File: src/core/fcue_regs.vh
// Register map, command codes and state codes of the flash sequencer
`ifndef FCUE_REGS_VH
`define FCUE_REGS_VH

`define FCUE_ADDR_CTRL     12'hFF8
`define FCUE_ADDR_PSEL     12'hFF9
`define FCUE_ADDR_PROT     12'hFFA
`define FCUE_ADDR_STAT     12'hFFB

`define FCUE_PSEL_RESET    8'h00
`define FCUE_PROT_RESET    8'h00
`define FCUE_INFO_BIT      7
`define FCUE_INFO_BASE     7'h7F

`define FCUE_CMD_UNLOCK1   8'h73
`define FCUE_CMD_UNLOCK2   8'h8C
`define FCUE_CMD_PROTSEL   8'h5E
`define FCUE_CMD_MASS      8'h63
`define FCUE_CMD_PAGE      8'h95

`define FCUE_ST_LOCKED     3'h0
`define FCUE_ST_FIRST      3'h1
`define FCUE_ST_SECOND     3'h2
`define FCUE_ST_UNLOCKED   3'h3
`define FCUE_ST_PROTSEL    3'h4
`define FCUE_ST_PROG       3'h5
`define FCUE_ST_PERASE     3'h6
`define FCUE_ST_MERASE     3'h7

`define FCUE_CODE_LOCKED   6'h00
`define FCUE_CODE_FIRST    6'h01
`define FCUE_CODE_SECOND   6'h02
`define FCUE_CODE_UNLOCKED 6'h03
`define FCUE_CODE_PROTSEL  6'h04
`define FCUE_CODE_PROG     6'h08
`define FCUE_CODE_PERASE   6'h10
`define FCUE_CODE_MERASE   6'h20

`define FCUE_SYNC_W        27

`endif

File: src/core/fcue_core.v
// Flash controller unlock, page select, sector protect, erase and bypass
// How it works
// RULE1: Debugger writing the mass-erase code to control starts a whole-array erase.
// RULE2: During mass erase the CPU is stalled; clock and peripherals keep running.
// RULE3: Finished mass erase returns to locked and status shows the locked code.
// RULE4: Bypass mode routes the flash control signals straight from GPIO pins.
// RULE5: Debugger access ignores the flash write-protect option bit.
// RULE6: Debugger access lets program and erase pass protected sectors.
// RULE7: Debugger access allows programming at any address, not only the page.
// RULE8: Debugger access can write protection bits to one or zero.
// RULE9: Debugger access unlocks without the second page-select write.
// RULE10: Debugger access may write page select while unlocked.
// RULE11: Mass-erase command works only under debugger access, else it is ignored.
// RULE12: One page per unlock; another page needs the full unlock again.
// RULE13: Six-bit status codes: locked, first byte, second byte, unlocked, protect.
// RULE14: Status shows program, page erase or mass erase while they run.
// RULE15: Shared address writes page select unless unlocked and protect selected.
// RULE16: Pages are 512 bytes; page field gives address bits 15 to 9.
// RULE17: Page select bit 7 maps the information area at FE00H to FFFFH.
// RULE18: After first unlock byte and protect byte, shared write goes to protect.
// RULE19: Outside debugger access protection bits set only, never clear.
// RULE20: Status reads upper two bits as zero; writes to it do nothing.
// RULE21: Any out-of-order unlock byte returns to locked.
//
// The address-and-strobe port was left to the implementer.
`timescale 1ns/1ns
`include "fcue_regs.vh"

module fcue_core (
  input  wire        clk_sys,
  input  wire        rst,
  input  wire [11:0] reg_addr,
  input  wire [7:0]  reg_wdata,
  input  wire        reg_wr,
  input  wire        reg_rd,
  output reg  [7:0]  reg_rdata,
  input  wire        dbg_access,
  input  wire        wp_option,
  input  wire        mem_wr,
  input  wire [15:0] mem_addr,
  input  wire [7:0]  mem_wdata,
  input  wire        flash_done,
  input  wire        pin_bypass,
  input  wire        pin_prog,
  input  wire        pin_erase,
  input  wire [15:0] pin_addr,
  input  wire [7:0]  pin_data,
  output reg         cpu_stall,
  output reg         flash_prog,
  output reg         flash_page_erase,
  output reg         flash_mass_erase,
  output reg         flash_info_sel,
  output reg  [15:0] flash_addr,
  output reg  [7:0]  flash_wdata,
  output reg         info_area_map_enable
);

  // Pin inputs pass two flops before use
  wire [`FCUE_SYNC_W-1:0] pin_raw;
  reg  [`FCUE_SYNC_W-1:0] sync1_q;
  reg  [`FCUE_SYNC_W-1:0] sync2_q;

  assign pin_raw = {pin_bypass, pin_prog, pin_erase,
                    pin_addr, pin_data};

  genvar gi;
  generate
    for (gi = 0; gi < `FCUE_SYNC_W; gi = gi + 1) begin : g_sync
      always @(posedge clk_sys or posedge rst) begin
        if (rst) begin
          sync1_q[gi] <= 1'b0;
          sync2_q[gi] <= 1'b0;
        end else begin
          sync1_q[gi] <= pin_raw[gi];
          sync2_q[gi] <= sync1_q[gi];
        end
      end
    end
  endgenerate

  wire        byp_on;
  wire        byp_prog;
  wire        byp_erase;
  wire [15:0] byp_addr;
  wire [7:0]  byp_data;

  assign byp_on    = sync2_q[26];
  assign byp_prog  = sync2_q[25];
  assign byp_erase = sync2_q[24];
  assign byp_addr  = sync2_q[23:8];
  assign byp_data  = sync2_q[7:0];

  reg [2:0]  state_q;
  reg [2:0]  state_d;
  reg [7:0]  psel_q;
  reg [7:0]  psel_d;
  reg [7:0]  prot_q;
  reg [7:0]  prot_d;
  reg [5:0]  code;

  wire wr_ctrl;
  wire wr_psel;
  wire rd_any;
  wire [6:0] page;

  assign wr_ctrl = reg_wr && (reg_addr == `FCUE_ADDR_CTRL);
  assign wr_psel = reg_wr && (reg_addr == `FCUE_ADDR_PSEL);
  assign rd_any  = reg_rd;
  assign page    = psel_q[6:0];

  // Sector index from 512-byte page; pages above 7 have no sector
  wire       pg_sect_ok;
  wire       pg_prot;
  wire       mem_sect_ok;
  wire       mem_prot;
  wire       mem_in_page;
  wire       may_write;

  assign pg_sect_ok  = (page[6:3] == 4'h0);
  assign pg_prot     = pg_sect_ok && prot_q[page[2:0]];
  assign mem_sect_ok = (mem_addr[15:12] == 4'h0);
  assign mem_prot    = mem_sect_ok && prot_q[mem_addr[11:9]];
  assign mem_in_page = (mem_addr[15:9] == page); // [RULE16]

  // Debugger overrides the option bit and sector protection
  assign may_write = dbg_access || !wp_option; // [RULE5]

  wire prog_ok;
  wire perase_ok;

  assign prog_ok = may_write
                && (dbg_access || mem_in_page) // [RULE7] [RULE12]
                && (dbg_access || !mem_prot);  // [RULE6]
  assign perase_ok = may_write
                  && (dbg_access || !pg_prot); // [RULE6]

  wire op_busy;
  assign op_busy = (state_q == `FCUE_ST_PROG)
                || (state_q == `FCUE_ST_PERASE)
                || (state_q == `FCUE_ST_MERASE);

  // Sequencer next state and shared register updates
  always @* begin
    state_d = state_q;
    psel_d  = psel_q;
    prot_d  = prot_q;
    case (state_q)
      `FCUE_ST_LOCKED: begin
        if (wr_psel) begin
          psel_d = reg_wdata; // [RULE15]
        end
        if (wr_ctrl) begin
          if (reg_wdata == `FCUE_CMD_UNLOCK1) begin
            state_d = `FCUE_ST_FIRST;
          end
        end
      end
      `FCUE_ST_FIRST: begin
        if (wr_psel) begin
          psel_d  = reg_wdata;
          state_d = `FCUE_ST_LOCKED; // [RULE21]
        end else if (wr_ctrl) begin
          if (reg_wdata == `FCUE_CMD_UNLOCK2) begin
            if (dbg_access) begin
              state_d = `FCUE_ST_UNLOCKED; // [RULE9]
            end else begin
              state_d = `FCUE_ST_SECOND;
            end
          end else if (reg_wdata == `FCUE_CMD_PROTSEL) begin
            state_d = `FCUE_ST_PROTSEL; // [RULE18]
          end else begin
            state_d = `FCUE_ST_LOCKED; // [RULE21]
          end
        end
      end
      `FCUE_ST_SECOND: begin
        // Second page write must repeat the page already selected
        if (wr_psel) begin
          if (reg_wdata == psel_q) begin
            state_d = `FCUE_ST_UNLOCKED;
          end else begin
            psel_d  = reg_wdata;
            state_d = `FCUE_ST_LOCKED; // [RULE21]
          end
        end else if (wr_ctrl) begin
          state_d = `FCUE_ST_LOCKED; // [RULE21]
        end
      end
      `FCUE_ST_UNLOCKED: begin
        if (wr_psel && dbg_access) begin
          psel_d = reg_wdata; // [RULE10]
        end
        if (wr_ctrl) begin
          if (reg_wdata == `FCUE_CMD_PROTSEL) begin
            state_d = `FCUE_ST_PROTSEL; // [RULE15]
          end else if (reg_wdata == `FCUE_CMD_PAGE
                       && perase_ok) begin
            state_d = `FCUE_ST_PERASE;
          end else if (reg_wdata == `FCUE_CMD_MASS
                       && dbg_access) begin
            state_d = `FCUE_ST_MERASE; // [RULE1] [RULE11]
          end else begin
            state_d = `FCUE_ST_LOCKED;
          end
        end else if (mem_wr && prog_ok) begin
          state_d = `FCUE_ST_PROG;
        end
      end
      `FCUE_ST_PROTSEL: begin
        if (wr_psel) begin
          if (dbg_access) begin
            prot_d = reg_wdata; // [RULE8]
          end else begin
            prot_d = prot_q | reg_wdata; // [RULE19]
          end
          state_d = `FCUE_ST_LOCKED;
        end else if (wr_ctrl) begin
          state_d = `FCUE_ST_LOCKED; // [RULE21]
        end
      end
      `FCUE_ST_PROG: begin
        // Stay open on the same page for further bytes
        if (flash_done) begin
          state_d = `FCUE_ST_UNLOCKED; // [RULE12]
        end
      end
      `FCUE_ST_PERASE: begin
        if (flash_done) begin
          state_d = `FCUE_ST_LOCKED; // [RULE12]
        end
      end
      `FCUE_ST_MERASE: begin
        if (flash_done) begin
          state_d = `FCUE_ST_LOCKED; // [RULE3]
        end
      end
      default: begin
        state_d = `FCUE_ST_LOCKED;
      end
    endcase
    // Mass erase from the debugger is accepted in any idle state
    if (wr_ctrl && dbg_access && !op_busy
        && reg_wdata == `FCUE_CMD_MASS) begin
      state_d = `FCUE_ST_MERASE; // [RULE1] [RULE11]
    end
  end

  always @* begin
    case (state_q)
      `FCUE_ST_LOCKED:   code = `FCUE_CODE_LOCKED; // [RULE13]
      `FCUE_ST_FIRST:    code = `FCUE_CODE_FIRST;
      `FCUE_ST_SECOND:   code = `FCUE_CODE_SECOND;
      `FCUE_ST_UNLOCKED: code = `FCUE_CODE_UNLOCKED;
      `FCUE_ST_PROTSEL:  code = `FCUE_CODE_PROTSEL;
      `FCUE_ST_PROG:     code = `FCUE_CODE_PROG;   // [RULE14]
      `FCUE_ST_PERASE:   code = `FCUE_CODE_PERASE; // [RULE14]
      `FCUE_ST_MERASE:   code = `FCUE_CODE_MERASE; // [RULE14]
      default:           code = `FCUE_CODE_LOCKED;
    endcase
  end

  wire start_prog;
  wire start_perase;
  wire start_merase;

  assign start_prog   = (state_d == `FCUE_ST_PROG)
                     && (state_q != `FCUE_ST_PROG);
  assign start_perase = (state_d == `FCUE_ST_PERASE)
                     && (state_q != `FCUE_ST_PERASE);
  assign start_merase = (state_d == `FCUE_ST_MERASE)
                     && (state_q != `FCUE_ST_MERASE);

  wire mem_info;
  assign mem_info = psel_q[`FCUE_INFO_BIT]
                 && (mem_addr[15:9] == `FCUE_INFO_BASE); // [RULE17]

  always @(posedge clk_sys or posedge rst) begin
    if (rst) begin
      state_q <= `FCUE_ST_LOCKED;
      psel_q  <= `FCUE_PSEL_RESET;
      prot_q  <= `FCUE_PROT_RESET;
    end else begin
      state_q <= state_d;
      psel_q  <= psel_d;
      prot_q  <= prot_d;
    end
  end

  // Read data stands one cycle after the strobe; status is read-only
  always @(posedge clk_sys or posedge rst) begin
    if (rst) begin
      reg_rdata <= 8'h00;
    end else if (rd_any) begin
      case (reg_addr)
        `FCUE_ADDR_STAT: reg_rdata <= {2'b00, code}; // [RULE20]
        `FCUE_ADDR_PSEL: reg_rdata <= psel_q;
        `FCUE_ADDR_PROT: reg_rdata <= prot_q;
        default:         reg_rdata <= 8'h00;
      endcase
    end else begin
      reg_rdata <= 8'h00;
    end
  end

  // Flash strobes are one-cycle pulses; bypass hands them to the pins
  always @(posedge clk_sys or posedge rst) begin
    if (rst) begin
      flash_prog       <= 1'b0;
      flash_page_erase <= 1'b0;
      flash_mass_erase <= 1'b0;
      flash_info_sel   <= 1'b0;
      flash_addr       <= 16'h0000;
      flash_wdata      <= 8'h00;
    end else if (byp_on) begin
      flash_prog       <= byp_prog;  // [RULE4]
      flash_page_erase <= byp_erase; // [RULE4]
      flash_mass_erase <= 1'b0;
      flash_info_sel   <= 1'b0;
      flash_addr       <= byp_addr;  // [RULE4]
      flash_wdata      <= byp_data;
    end else begin
      flash_prog       <= start_prog;
      flash_page_erase <= start_perase;
      flash_mass_erase <= start_merase;
      if (start_prog) begin
        flash_addr     <= mem_addr;
        flash_wdata    <= mem_wdata;
        flash_info_sel <= mem_info; // [RULE17]
      end else if (start_perase) begin
        flash_addr     <= {page, 9'h000}; // [RULE16]
        flash_wdata    <= 8'h00;
        flash_info_sel <= psel_q[`FCUE_INFO_BIT]
                       && (page == `FCUE_INFO_BASE);
      end else begin
        // Select travels with its start pulse only, never left stale
        flash_info_sel <= 1'b0;
      end
    end
  end

  // Stall covers the whole mass erase, including its start cycle
  always @(posedge clk_sys or posedge rst) begin
    if (rst) begin
      cpu_stall            <= 1'b0;
      info_area_map_enable <= 1'b0;
    end else begin
      cpu_stall <= (state_d == `FCUE_ST_MERASE); // [RULE2]
      info_area_map_enable <= psel_d[`FCUE_INFO_BIT]; // [RULE17]
    end
  end

endmodule

File: config.mk
export PLATFORM = sky130hd
export DESIGN_NAME = fcue_core
export DESIGN_NICKNAME = d
export VERILOG_FILES = /design/src/core/fcue_core.v
export VERILOG_INCLUDE_DIRS = /design/src /design/src/core
export SDC_FILE = /design/constraint.sdc
export NUM_CORES = 1
export LEC_CHECK = 0
export BUFFER_PORTS_ARGS = -buffer_cell sky130_fd_sc_hd__buf_2
export CAP_MARGIN = 10
export CORE_MARGIN = 3
export CORE_UTILIZATION = 50
export CTS_CLUSTER_SIZE = 24
export DETAILED_ROUTE_END_ITERATION = 10
export PLACE_DENSITY = 0.83
export SYNTH_ARGS = -nofsm -noshare
export SYNTH_HDL_FRONTEND = slang
export SYNTH_SLANG_ARGS = --single-unit
File: constraint.sdc
create_clock -name clk_sys -period 7.3 [get_ports clk_sys]
set_clock_uncertainty 0.15 [all_clocks]
set_input_delay 0 -clock clk_sys [delete_from_list [all_inputs] [get_ports clk_sys]]
set_output_delay 0 -clock clk_sys [all_outputs]
set_load 0.03 [all_outputs]
**Yosys cells after proc, flatten, opt, wreduce, memory -nomap -nowiden**

Memories as Yosys holds them, arrays and structs flattened.
Index checks and enable logic that the tools add are counted.

- Memories kept: 1
- Bits in read-only memories: 48
- Output and inout port bits: 38
- Register bits: 110

Memories:

| memory | words | width | read ports | clocked after memory_dff | wr ports | line | text |
|---|---|---|---|---|---|---|---|
| (name not given) | 8 | 6 | 1 | 0 | 0 | fcue_core.v:249 | `case (state_q)` |

- Magnitude comparators: 2
- Reduce and logical (&&, ||, !) cells: 38
- Bitwise operators: 1
- Multiplexer cells: 44
- Equal/unequal tests: 30

Operators by type and width:

| kind | number |
|---|---|
| 8-bit 2-to-1 mux | 9 |
| 3-bit 2-to-1 mux | 17 |
| 12-bit equality test (second input constant) | 4 |
| 16-bit 2-to-1 mux | 3 |
| 8-bit case mux with 3 select lines | 2 |
| 8-bit by 7-bit equality test with 1-bit output (second input constant) | 3 |
| 3-bit equality test (second input constant) | 7 |
| 3-bit case mux with 7 select lines | 1 |
| 1-bit logical AND | 19 |
| 8-bit equality test (second input constant) | 2 |
| 7-bit equality test (second input constant) | 2 |
| 1-bit 2-to-1 mux | 9 |
| 3-bit != test (second input constant) | 3 |
| 8-bit equality test | 1 |
| 4-bit zero test | 2 |
| 3-bit by 4-bit less-than comparator with 1-bit output (second input constant) | 2 |
| 8-bit bitwise OR | 1 |
| 7-bit equality test | 1 |
| 1-bit binary-select mux with 3-bit select | 2 |
| 3-bit by 2-bit equality test with 1-bit output (second input constant) | 2 |
| 1-bit logical OR | 6 |
| 2-bit != test (second input constant) | 3 |
| 3-bit nonzero test | 2 |
| 5-bit AND reduction | 1 |
| 7 further kinds | 11 |

**Longest topological paths before layout**

Gate-level depths: netlist (run 1).

- Depth in word-level cells: 17
- Gate-level depth with buffers: 12
- Gate-level depth less buffers: 9

**Least setup slack after synthesis (run 1)**

OpenSTA, ideal clock, no wires.

- Kind: reg2reg
- Start: register psel_q[3]
- End: register flash_addr[9]
- Setup slack: 4.483 ns
- Stages on the path, launching flop included: 12
- Required time: 7.016 ns
- Arrival: 2.533 ns
- Buffers on the path: 2
- Clock period less this slack: 2.817 ns
- Cell sequence: dfrtp_1 buf_6 xor2_1 or4b_4 nor3_2 nand3_1 and4_1 o311a_1 or3_4 buf_6 a211oi_2 o31ai_1

- Cells in the longest elaborated chain, start to end: 15
- Elaborated cells on any way between the ends: 27
- Classes of those cells: eq/ne (4); mux (10); reduce/logical (13)

RTL lines:

| what | line | text |
|---|---|---|
| start: declaration | fcue_core.v:95 | `reg [7:0] psel_q;` |
| start signal: assignment | fcue_core.v:280 | `` psel_q <= `FCUE_PSEL_RESET; `` |
| start signal: assignment | fcue_core.v:284 | `psel_q <= psel_d;` |
| 4-bit zero test | fcue_core.v:119 | `assign pg_sect_ok = (page[6:3] == 4'h0);` |
| 1-bit logical AND | fcue_core.v:120 | `assign pg_prot = pg_sect_ok && prot_q[page[2:0]];` |
| 1-bit zero test | fcue_core.v:135 | `&& (dbg_access \|\| !pg_prot);` |
| 1-bit logical OR | fcue_core.v:135 |  |
| 1-bit logical AND | fcue_core.v:135 |  |
| 1-bit logical AND | fcue_core.v:196 | `` end else if (reg_wdata == `FCUE_CMD_PAGE `` |
| 3-bit 2-to-1 mux | fcue_core.v:196 |  |
| 3-bit 2-to-1 mux | fcue_core.v:194 | `` if (reg_wdata == `FCUE_CMD_PROTSEL) begin `` |
| 3-bit 2-to-1 mux | fcue_core.v:193 | `if (wr_ctrl) begin` |
| 3-bit case mux with 7 select lines * | fcue_core.v:147 | `case (state_q)` |
| 3-bit 2-to-1 mux * | fcue_core.v:242 | `if (wr_ctrl && dbg_access && !op_busy` |
| 3-bit equality test (no line) | -- |  |
| 1-bit logical AND | fcue_core.v:266 | `` assign start_prog = (state_d == `FCUE_ST_PROG) `` |
| 16-bit 2-to-1 mux | fcue_core.v:325 | `if (start_prog) begin` |
| 16-bit 2-to-1 mux | fcue_core.v:314 | `end else if (byp_on) begin` |
| end signal: assignment | fcue_core.v:319 | `flash_addr <= byp_addr;` |
| end signal: assignment | fcue_core.v:326 | `flash_addr <= mem_addr;` |
| end signal: assignment | fcue_core.v:330 | `flash_addr <= {page, 9'h000};` |
| end: declaration | fcue_core.v:53 | `output reg [15:0] flash_addr,` |

Every way passes the cells marked *; elsewhere a longest branch is shown, timed or not.
A chain may end at the register's enable or synchronous reset.

**Worst setup path after layout (run 1)**

- Start: register psel_q[3]
- End: register flash_addr[15]

The elaborated chain is that of the path after synthesis.

==> results_dict.tcl, run 1 <==
set metrics [dict create \
    syn_inst 431 \
    clk_pin_slew_ps 110 \
    holdWs_ps 47.5 \
    place.gp.congestion 0.980 \
    synthSimpleGateAreaFrac 0.187 \
    wire_per_inst_um 18.7 \
    clk-insertion-delay-late_ps 370 \
    hp-class "primary input to register" \
    grt_pass1_vias 4266 \
    setup_violations 0 \
    power_w 0.00121 \
    grt_overflow 0 \
    yosys_most_used_dff "dfrtp_1" \
    cap_violations 0 \
    cts-htree-levels 3 \
    fin_crit_ps 3470 \
    grt_use_total 0.262 \
    ys_warn_count 0 \
    vdd_drop_max_mv 0.191 \
    dpl.cell_count 644 \
    netlist_area_sq_um 4760 \
    syn_nets 510 \
    final_cells 723 \
    numPortBuffers 116 \
    design_area_sq_um 6190 \
    drive_gt1_frac 0.267 \
    setup_tns_ps 0 \
    max_slew_margin 0.365 \
    totalWireLength_um 13500 \
    syn_area_per_cell_sq_um 11.1 \
    synth_mux_area_frac 0.0391 \
    final_hold_viol_count 0 \
    status "completed" \
    cts_root_buf "clkbuf_8" \
    yosysMostFrequentCell "dfrtp_1" \
    synth_edf_count 0 \
    synthXorXnorAreaFrac 0.0276 \
    core.rowCount 34 \
    ant_nets 0 \
    path_class "register to register" \
    synth-seq-area-share 0.578 \
    drv_slew 0 \
    drc 0 \
    ys_top_cells_by_count "110 x dfrtp_1, 37 x a21oi_1, 25 x nand2_1, 24 x nand3_1" \
    clock-sinks 110 \
    cts_setup_buffers 0 \
    critical_path_arrival_ps 3610 \
    die_area_sq_um 10700 \
    syn_to_final_growth_pct 29.9 \
    synth_cell_types 61 \
    synth_compound_area_frac 0.130 \
    place_area_sq_um 5380 \
    end_kind "register" \
    start_util 0.531 \
    antenna_found_initial 0 \
    critical_path.max_fanout 24 \
    die_h_um 104 \
    vias_per_cell 5.67 \
    required_ps 7430 \
    grt_pass1_wl_um 22300 \
    tightest_slew_ps 952 \
    fmax_mhz 288 \
    die_w_um 104 \
    power.leakage_nw 2.83 \
    dp_hpwl_um 8730 \
    power_density_nw_per_um2 196 \
    synth_seq_cells 110 \
    drtIter0Drc 292 \
    ios 117 \
    grt_max_degree 64 \
    startpoint_type "register" \
    core_sq_um 8980 \
    cts_buffers 9 \
    async_flop_share 1.00 \
    firstDrtPassIters 5 \
    rsz0062_at_grt "false" \
    yosysTopAreaCellShare 0.578 \
    cts_tree "done" \
    num_vias 4097 \
    yosys.area_share.adder 0 \
    synth.area.top_cells "dfrtp_1 58%, a21oi_1 3.9%, nor2b_1 2.9%" \
    clockBufferDepth 2 \
    synth_top_family_by_area "simple AND/OR/NAND/NOR gates" \
    finalCritPeriodShare 0.476 \
    nNetsFinal 670 \
    yosys.area.top_type "dfrtp_1" \
]
worst paths after layout:
kind	endpoint	cells after the start	slack, ps	from
min in group asynchronous	sync1_q[22]$_DFF_PP0_	3	80	rst
min reg2reg	byp_data[7]$_DFF_PP0_	0	200	sync1_q[7]$_DFF_PP0_
max reg2reg	flash_addr[15]$_DFFE_PP0P_	9	3830	psel_q[3]$_DFFE_PP0P_
min	state_q[0]$_DFF_PP0_	5	50	flash_done
max in group asynchronous	flash_addr[0]$_DFFE_PP0P_	4	5740	rst
max	flash_addr[15]$_DFFE_PP0P_	9	3830	psel_q[3]$_DFFE_PP0P_
flip-flops by register name, indices dropped and copies added, names as in the netlist, 3 cells and up:
| name | cells |
|---|---|
| byp_addr | 16 |
| byp_data | 8 |
| flash_addr | 16 |
| flash_wdata | 8 |
| prot_q | 8 |
| psel_q | 8 |
| reg_rdata | 8 |
| state_q | 3 |
| sync1_q | 27 |
routing by layer:
metal | track usage | part of all wire | up-vias
met4 | 0.0836 | 0.022 | 0
met5 | 0 | 0 | -
li1 | - | - | 1857
met2 | 0.459 | 0.52 | 210
met1 | 0.323 | 0.39 | 2001
met3 | 0.0591 | 0.068 | 29
timing repair:
action,in CTS,in global routing
resized for setup,0,0
hold buffers,62,0
hold endpoints to repair,123,0
through the flow:
step,setup slack [ps],utilization
4_1_cts,3840,0.689
3_3_place_gp,3880,0.599
5_1_grt,3520,0.689
2_1_floorplan,4250,-
3_5_place_dp,3870,0.599
6_report,3830,0.690
worst max-delay path, stage by stage (launching register included):
cell and delay (ps):
dfrtp_1 520, xor2_1 210, or4b_4 500, nor4_1 320
o21ai_0 140, and4_4 230, nor2_2 110, and3_1 800
a211oi_1 120, o31ai_1 290
where the power goes:
group / switching [W] / internal, W
Combinational: 0.000110 / 0.0000804
Sequential: 0.0000262 / 0.000640
Clock: 0.000224 / 0.000135
Total: 0.000360 / 0.000855
kinds of logic (layout without fill, tap and decap cells):
logic type | count (synthesis) | after routing
xor+xnor | 15 | 15
compound gates | 96 | 96
mux | 14 | 14
simple gates | 155 | 155
buf+inv | 41 | 206
other cells | 0 | 1
flops | 110 | 110
final cells by class:
type	instances	area, sq um
multi-input combinational	280	1830
inverter	9	36.3
clock buffer	10	128
sequential	110	2750
tap	126	158
timing repair buffer	181	1220
fill	631	2790
antenna	1	2.50
clock inverter	6	60.1
layout by cell type, fill, tap and decap left out, types with 8 or more instances in the layout:
master,n
buf_2,116
dlygate4sd3_1,62
xnor2_1,12
nand3_1,24
nor2b_1,22
inv_1,8
nor2_1,22
nor3_1,9
dfrtp_1,110
a22oi_1,8
a21oi_1,37
nor4_1,8
o21ai_0,11
a22o_1,8
clkbuf_8,9
nand2_1,25
(Power assumes the default switching activity.)
==> run 2: changes to the inputs <==
--- a/config.mk
+++ b/config.mk
@@ -6,13 +6,14 @@
 export SDC_FILE = /design/constraint.sdc
 export NUM_CORES = 1
 export LEC_CHECK = 0
+export ABC_AREA = 1
 export BUFFER_PORTS_ARGS = -buffer_cell sky130_fd_sc_hd__buf_2
 export CAP_MARGIN = 10
 export CORE_MARGIN = 3
 export CORE_UTILIZATION = 50
 export CTS_CLUSTER_SIZE = 24
 export DETAILED_ROUTE_END_ITERATION = 10
-export PLACE_DENSITY = 0.83
+export PLACE_DENSITY = 0.82
 export SYNTH_ARGS = -nofsm -noshare
 export SYNTH_HDL_FRONTEND = slang
 export SYNTH_SLANG_ARGS = --single-unit
==> constraint.sdc (replaced) <==
create_clock -name clk_sys -period 3.6 [get_ports clk_sys]
set_clock_uncertainty 0.15 [all_clocks]
set_input_delay 0 -clock clk_sys [delete_from_list [all_inputs] [get_ports clk_sys]]
set_output_delay 0 -clock clk_sys [all_outputs]
set_load 0.03 [all_outputs]
==> run 2 against run 1 <==
Compared with the run above: sequential share of layout area fell by 2.3 points; fmax grew 9.1%; synthesized cell count grew 28%; setup slack got worse by 3400 ps; critical endpoint is now flash_info_sel$_DFF_PP0_; sequential power up 100%; flip-flop and latch count is the same.
==> results_dict.tcl, run 2 <==
set metrics [dict create \
    status "completed" \
    drv_slew 0 \
    finalCritPeriodShare 0.884 \
    antenna_found_initial 0 \
    vias_per_cell 5.29 \
    syn_area_per_cell_sq_um 9.03 \
    max_slew_margin 0.238 \
    ios 117 \
    grt_pass1_wl_um 22600 \
    syn_to_final_growth_pct 30.9 \
    cap_violations 0 \
    drtIter0Drc 399 \
    end_kind "register" \
    power_density_nw_per_um2 379 \
    slowest_stage "dlygate4sd3_1" \
    cts_tree "done" \
    path_class "register to register" \
    power_w 0.00248 \
    fin_crit_ps 3180 \
    largest_reg_flops 27 \
    wire_per_inst_um 16.1 \
    tightest_slew_ps 1140 \
    crit_chain "inv_1, nand2_1, nand3_1, nand2_1, nand2_1, nand3_1, nand2_1, nand3_1, nand2_1, inv_1, nand2_2, nand2_2, nand3_2, nor2_8, nand3_1, o21ai_0, dlygate4sd3_1" \
    use_met2 0.438 \
    ys_top_cells_by_count "144 x nand2_1, 110 x dfrtp_1, 72 x nand3_1, 48 x inv_1, 35 x nor2_1" \
    setup_violations 0 \
    clockBufferDepth 2 \
    hold_buffers 66 \
    fmax_mhz 314 \
    start_util 0.527 \
    met3_usage 0.0484 \
    cts_root_buf "clkbuf_8" \
    syn_nets 631 \
    cp.buffers_inverters 3 \
    ant_nets 0 \
    cts_resized 0 \
    crit_start "psel_q[0]$_DFFE_PP0P_" \
    r2r_setup_slack_ps 420 \
    hp-class "primary input to register" \
    ys_warn_count 0 \
    yosys.area.top_type "dfrtp_1" \
    worstReg2RegStart "psel_q[0]$_DFFE_PP0P_" \
    busiest_layer "met2" \
    synth-seq-area-share 0.552 \
    critical_path_arrival_ps 3350 \
    final_hold_viol_count 0 \
    numPortBuffers 116 \
    nNetsFinal 810 \
    die_h_um 106 \
    required_ps 3770 \
    place.gp.congestion 0.903 \
    hold_start "reg_wr" \
    crit_path_max_incr_delay_ps 570 \
    path_delay_family "simple AND/OR/NAND/NOR gates" \
    grt_use_total 0.257 \
    grt_overflow 0 \
    yosys_most_used_dff "dfrtp_1" \
    synth_edf_count 0 \
    vdd_drop_max_mv 0.308 \
    yosysTopAreaCellShare 0.552 \
    core_sq_um 9460 \
    drc 0 \
    setup_tns_ps 0 \
    critical_path.max_fanout 25 \
    cts-htree-levels 3 \
    die_area_sq_um 11200 \
    grt_util_met1 0.328 \
    regMostFlops "sync1_q" \
    async_flop_share 1.00 \
    die_w_um 106 \
    synth_seq_cells 110 \
    core.rowCount 35 \
    rsz0062_at_grt "false" \
    totalWireLength_um 13900 \
    netlist_area_sq_um 4990 \
    grt_max_degree 64 \
    syn_inst 552 \
    drive_gt1_frac 0.257 \
    final_cell_mix "144 x nand2_1, 116 x buf_2, 110 x dfrtp_1, 72 x nand3_1, 66 x dlygate4sd3_1" \
    yosysMostFrequentCell "nand2_1" \
    clk_pin_slew_ps 110 \
    clock-sinks 110 \
    final_common_cell "nand2_1" \
    cts_buffers 9 \
    grt_pass1_vias 4621 \
    clk-insertion-delay-late_ps 380 \
    startpoint_type "register" \
    num_vias 4574 \
    crit_path_frequent_cell "nand2_1" \
    firstDrtPassIters 7 \
    power.leakage_nw 3.32 \
    dp_hpwl_um 9400 \
    synth_cell_types 39 \
    n_fill_cell 721 \
    synth.area.top_cells "dfrtp_1 55%, nand2_1 11%, nand3_1 7.2%" \
    cts_setup_buffers 0 \
    antenna_cells 0 \
]
run 2: cell types whose count changed after synthesis, moves of 13 or more:
cell | before | now
nand2_2 | 1 | 18
nor2b_1 | 22 | 0
clkbuf_1 | 22 | 7
nand3_1 | 24 | 72
a21oi_1 | 37 | 3
inv_1 | 9 | 48
nor2_1 | 22 | 35
nand2_1 | 25 | 144
run 2: worst reg2reg max path: stages (launching register included):
cell and delay, ps:
dfrtp_1 540, inv_1 170, nand2_1 90, nand3_1 70
nand2_1 90, nand2_1 50, nand3_1 90, nand2_1 90
nand3_1 90, nand2_1 60, inv_1 70, nand2_2 60
nand2_2 70, nand3_2 120, nor2_8 370, nand3_1 180
o21ai_0 200, dlygate4sd3_1 570
run 2: metrics by stage:
stage	utilization	std cells	setup slack (ps)	hold slack (ps)	instance area [sq um]
after CTS	0.690	865	455	14.2	6530
after detailed placement	0.597	783	875	-40.7	5650
after global routing	0.690	865	114	50.3	6530
final	0.690	865	417	38.1	6530
after global placement	0.597	783	1010	-41.9	5650
after floorplan	-	552	548	-119	4990
run 2: worst paths after layout:
| path | end | depth (start not counted) |
|---|---|---|
| hold / removal | prot_q[1]$_DFFE_PP0P_ | 5 |
| hold reg to reg | byp_data[2]$_DFF_PP0_ | 0 |
| min in group asynchronous | reg_rdata[6]$_DFF_PP0_ | 3 |
| setup reg to reg | flash_info_sel$_DFF_PP0_ | 17 |
| setup / recovery | flash_info_sel$_DFF_PP0_ | 17 |
| max in group asynchronous | flash_addr[0]$_DFFE_PP0P_ | 4 |
run 2: layer usage:
layer / wire length (um) / share of wire
met1: 5530 / 0.40
met2: 7130 / 0.51
met3: 958 / 0.069
met4: 289 / 0.021
met5: 0 / 0
run 2: logic make-up after synthesis:
kind of cell,count (synthesis),share of synthesized area
DFF,110,0.552
AOI/OAI and AO/OA,37,0.0454
xor gates and xnor gates,7,0.0123
and+or+nand+nor,323,0.324
buffers and inverters,75,0.0660
run 2: area by class of cell:
type                            instances  area, sq um  share of cell area
Sequential cell                       110         2750               0.422
Multi-Input combinational cell        367         1910               0.292
Timing Repair Buffer                  186         1270               0.195
Inverter                               57          219              0.0335
Tap cell                              129          161              0.0247
Clock buffer                            9          124              0.0190
Clock inverter                          7         93.8              0.0144
run 2: power breakdown:
| group | internal (W) | total (W) | leakage [nW] | switching, W |
|---|---|---|---|---|
| sequential | 0.00130 | 0.00133 | 1.33 | 0.0000366 |
| combinational | 0.000143 | 0.000374 | 1.89 | 0.000230 |
| clock | 0.000289 | 0.000771 | 0.108 | 0.000483 |
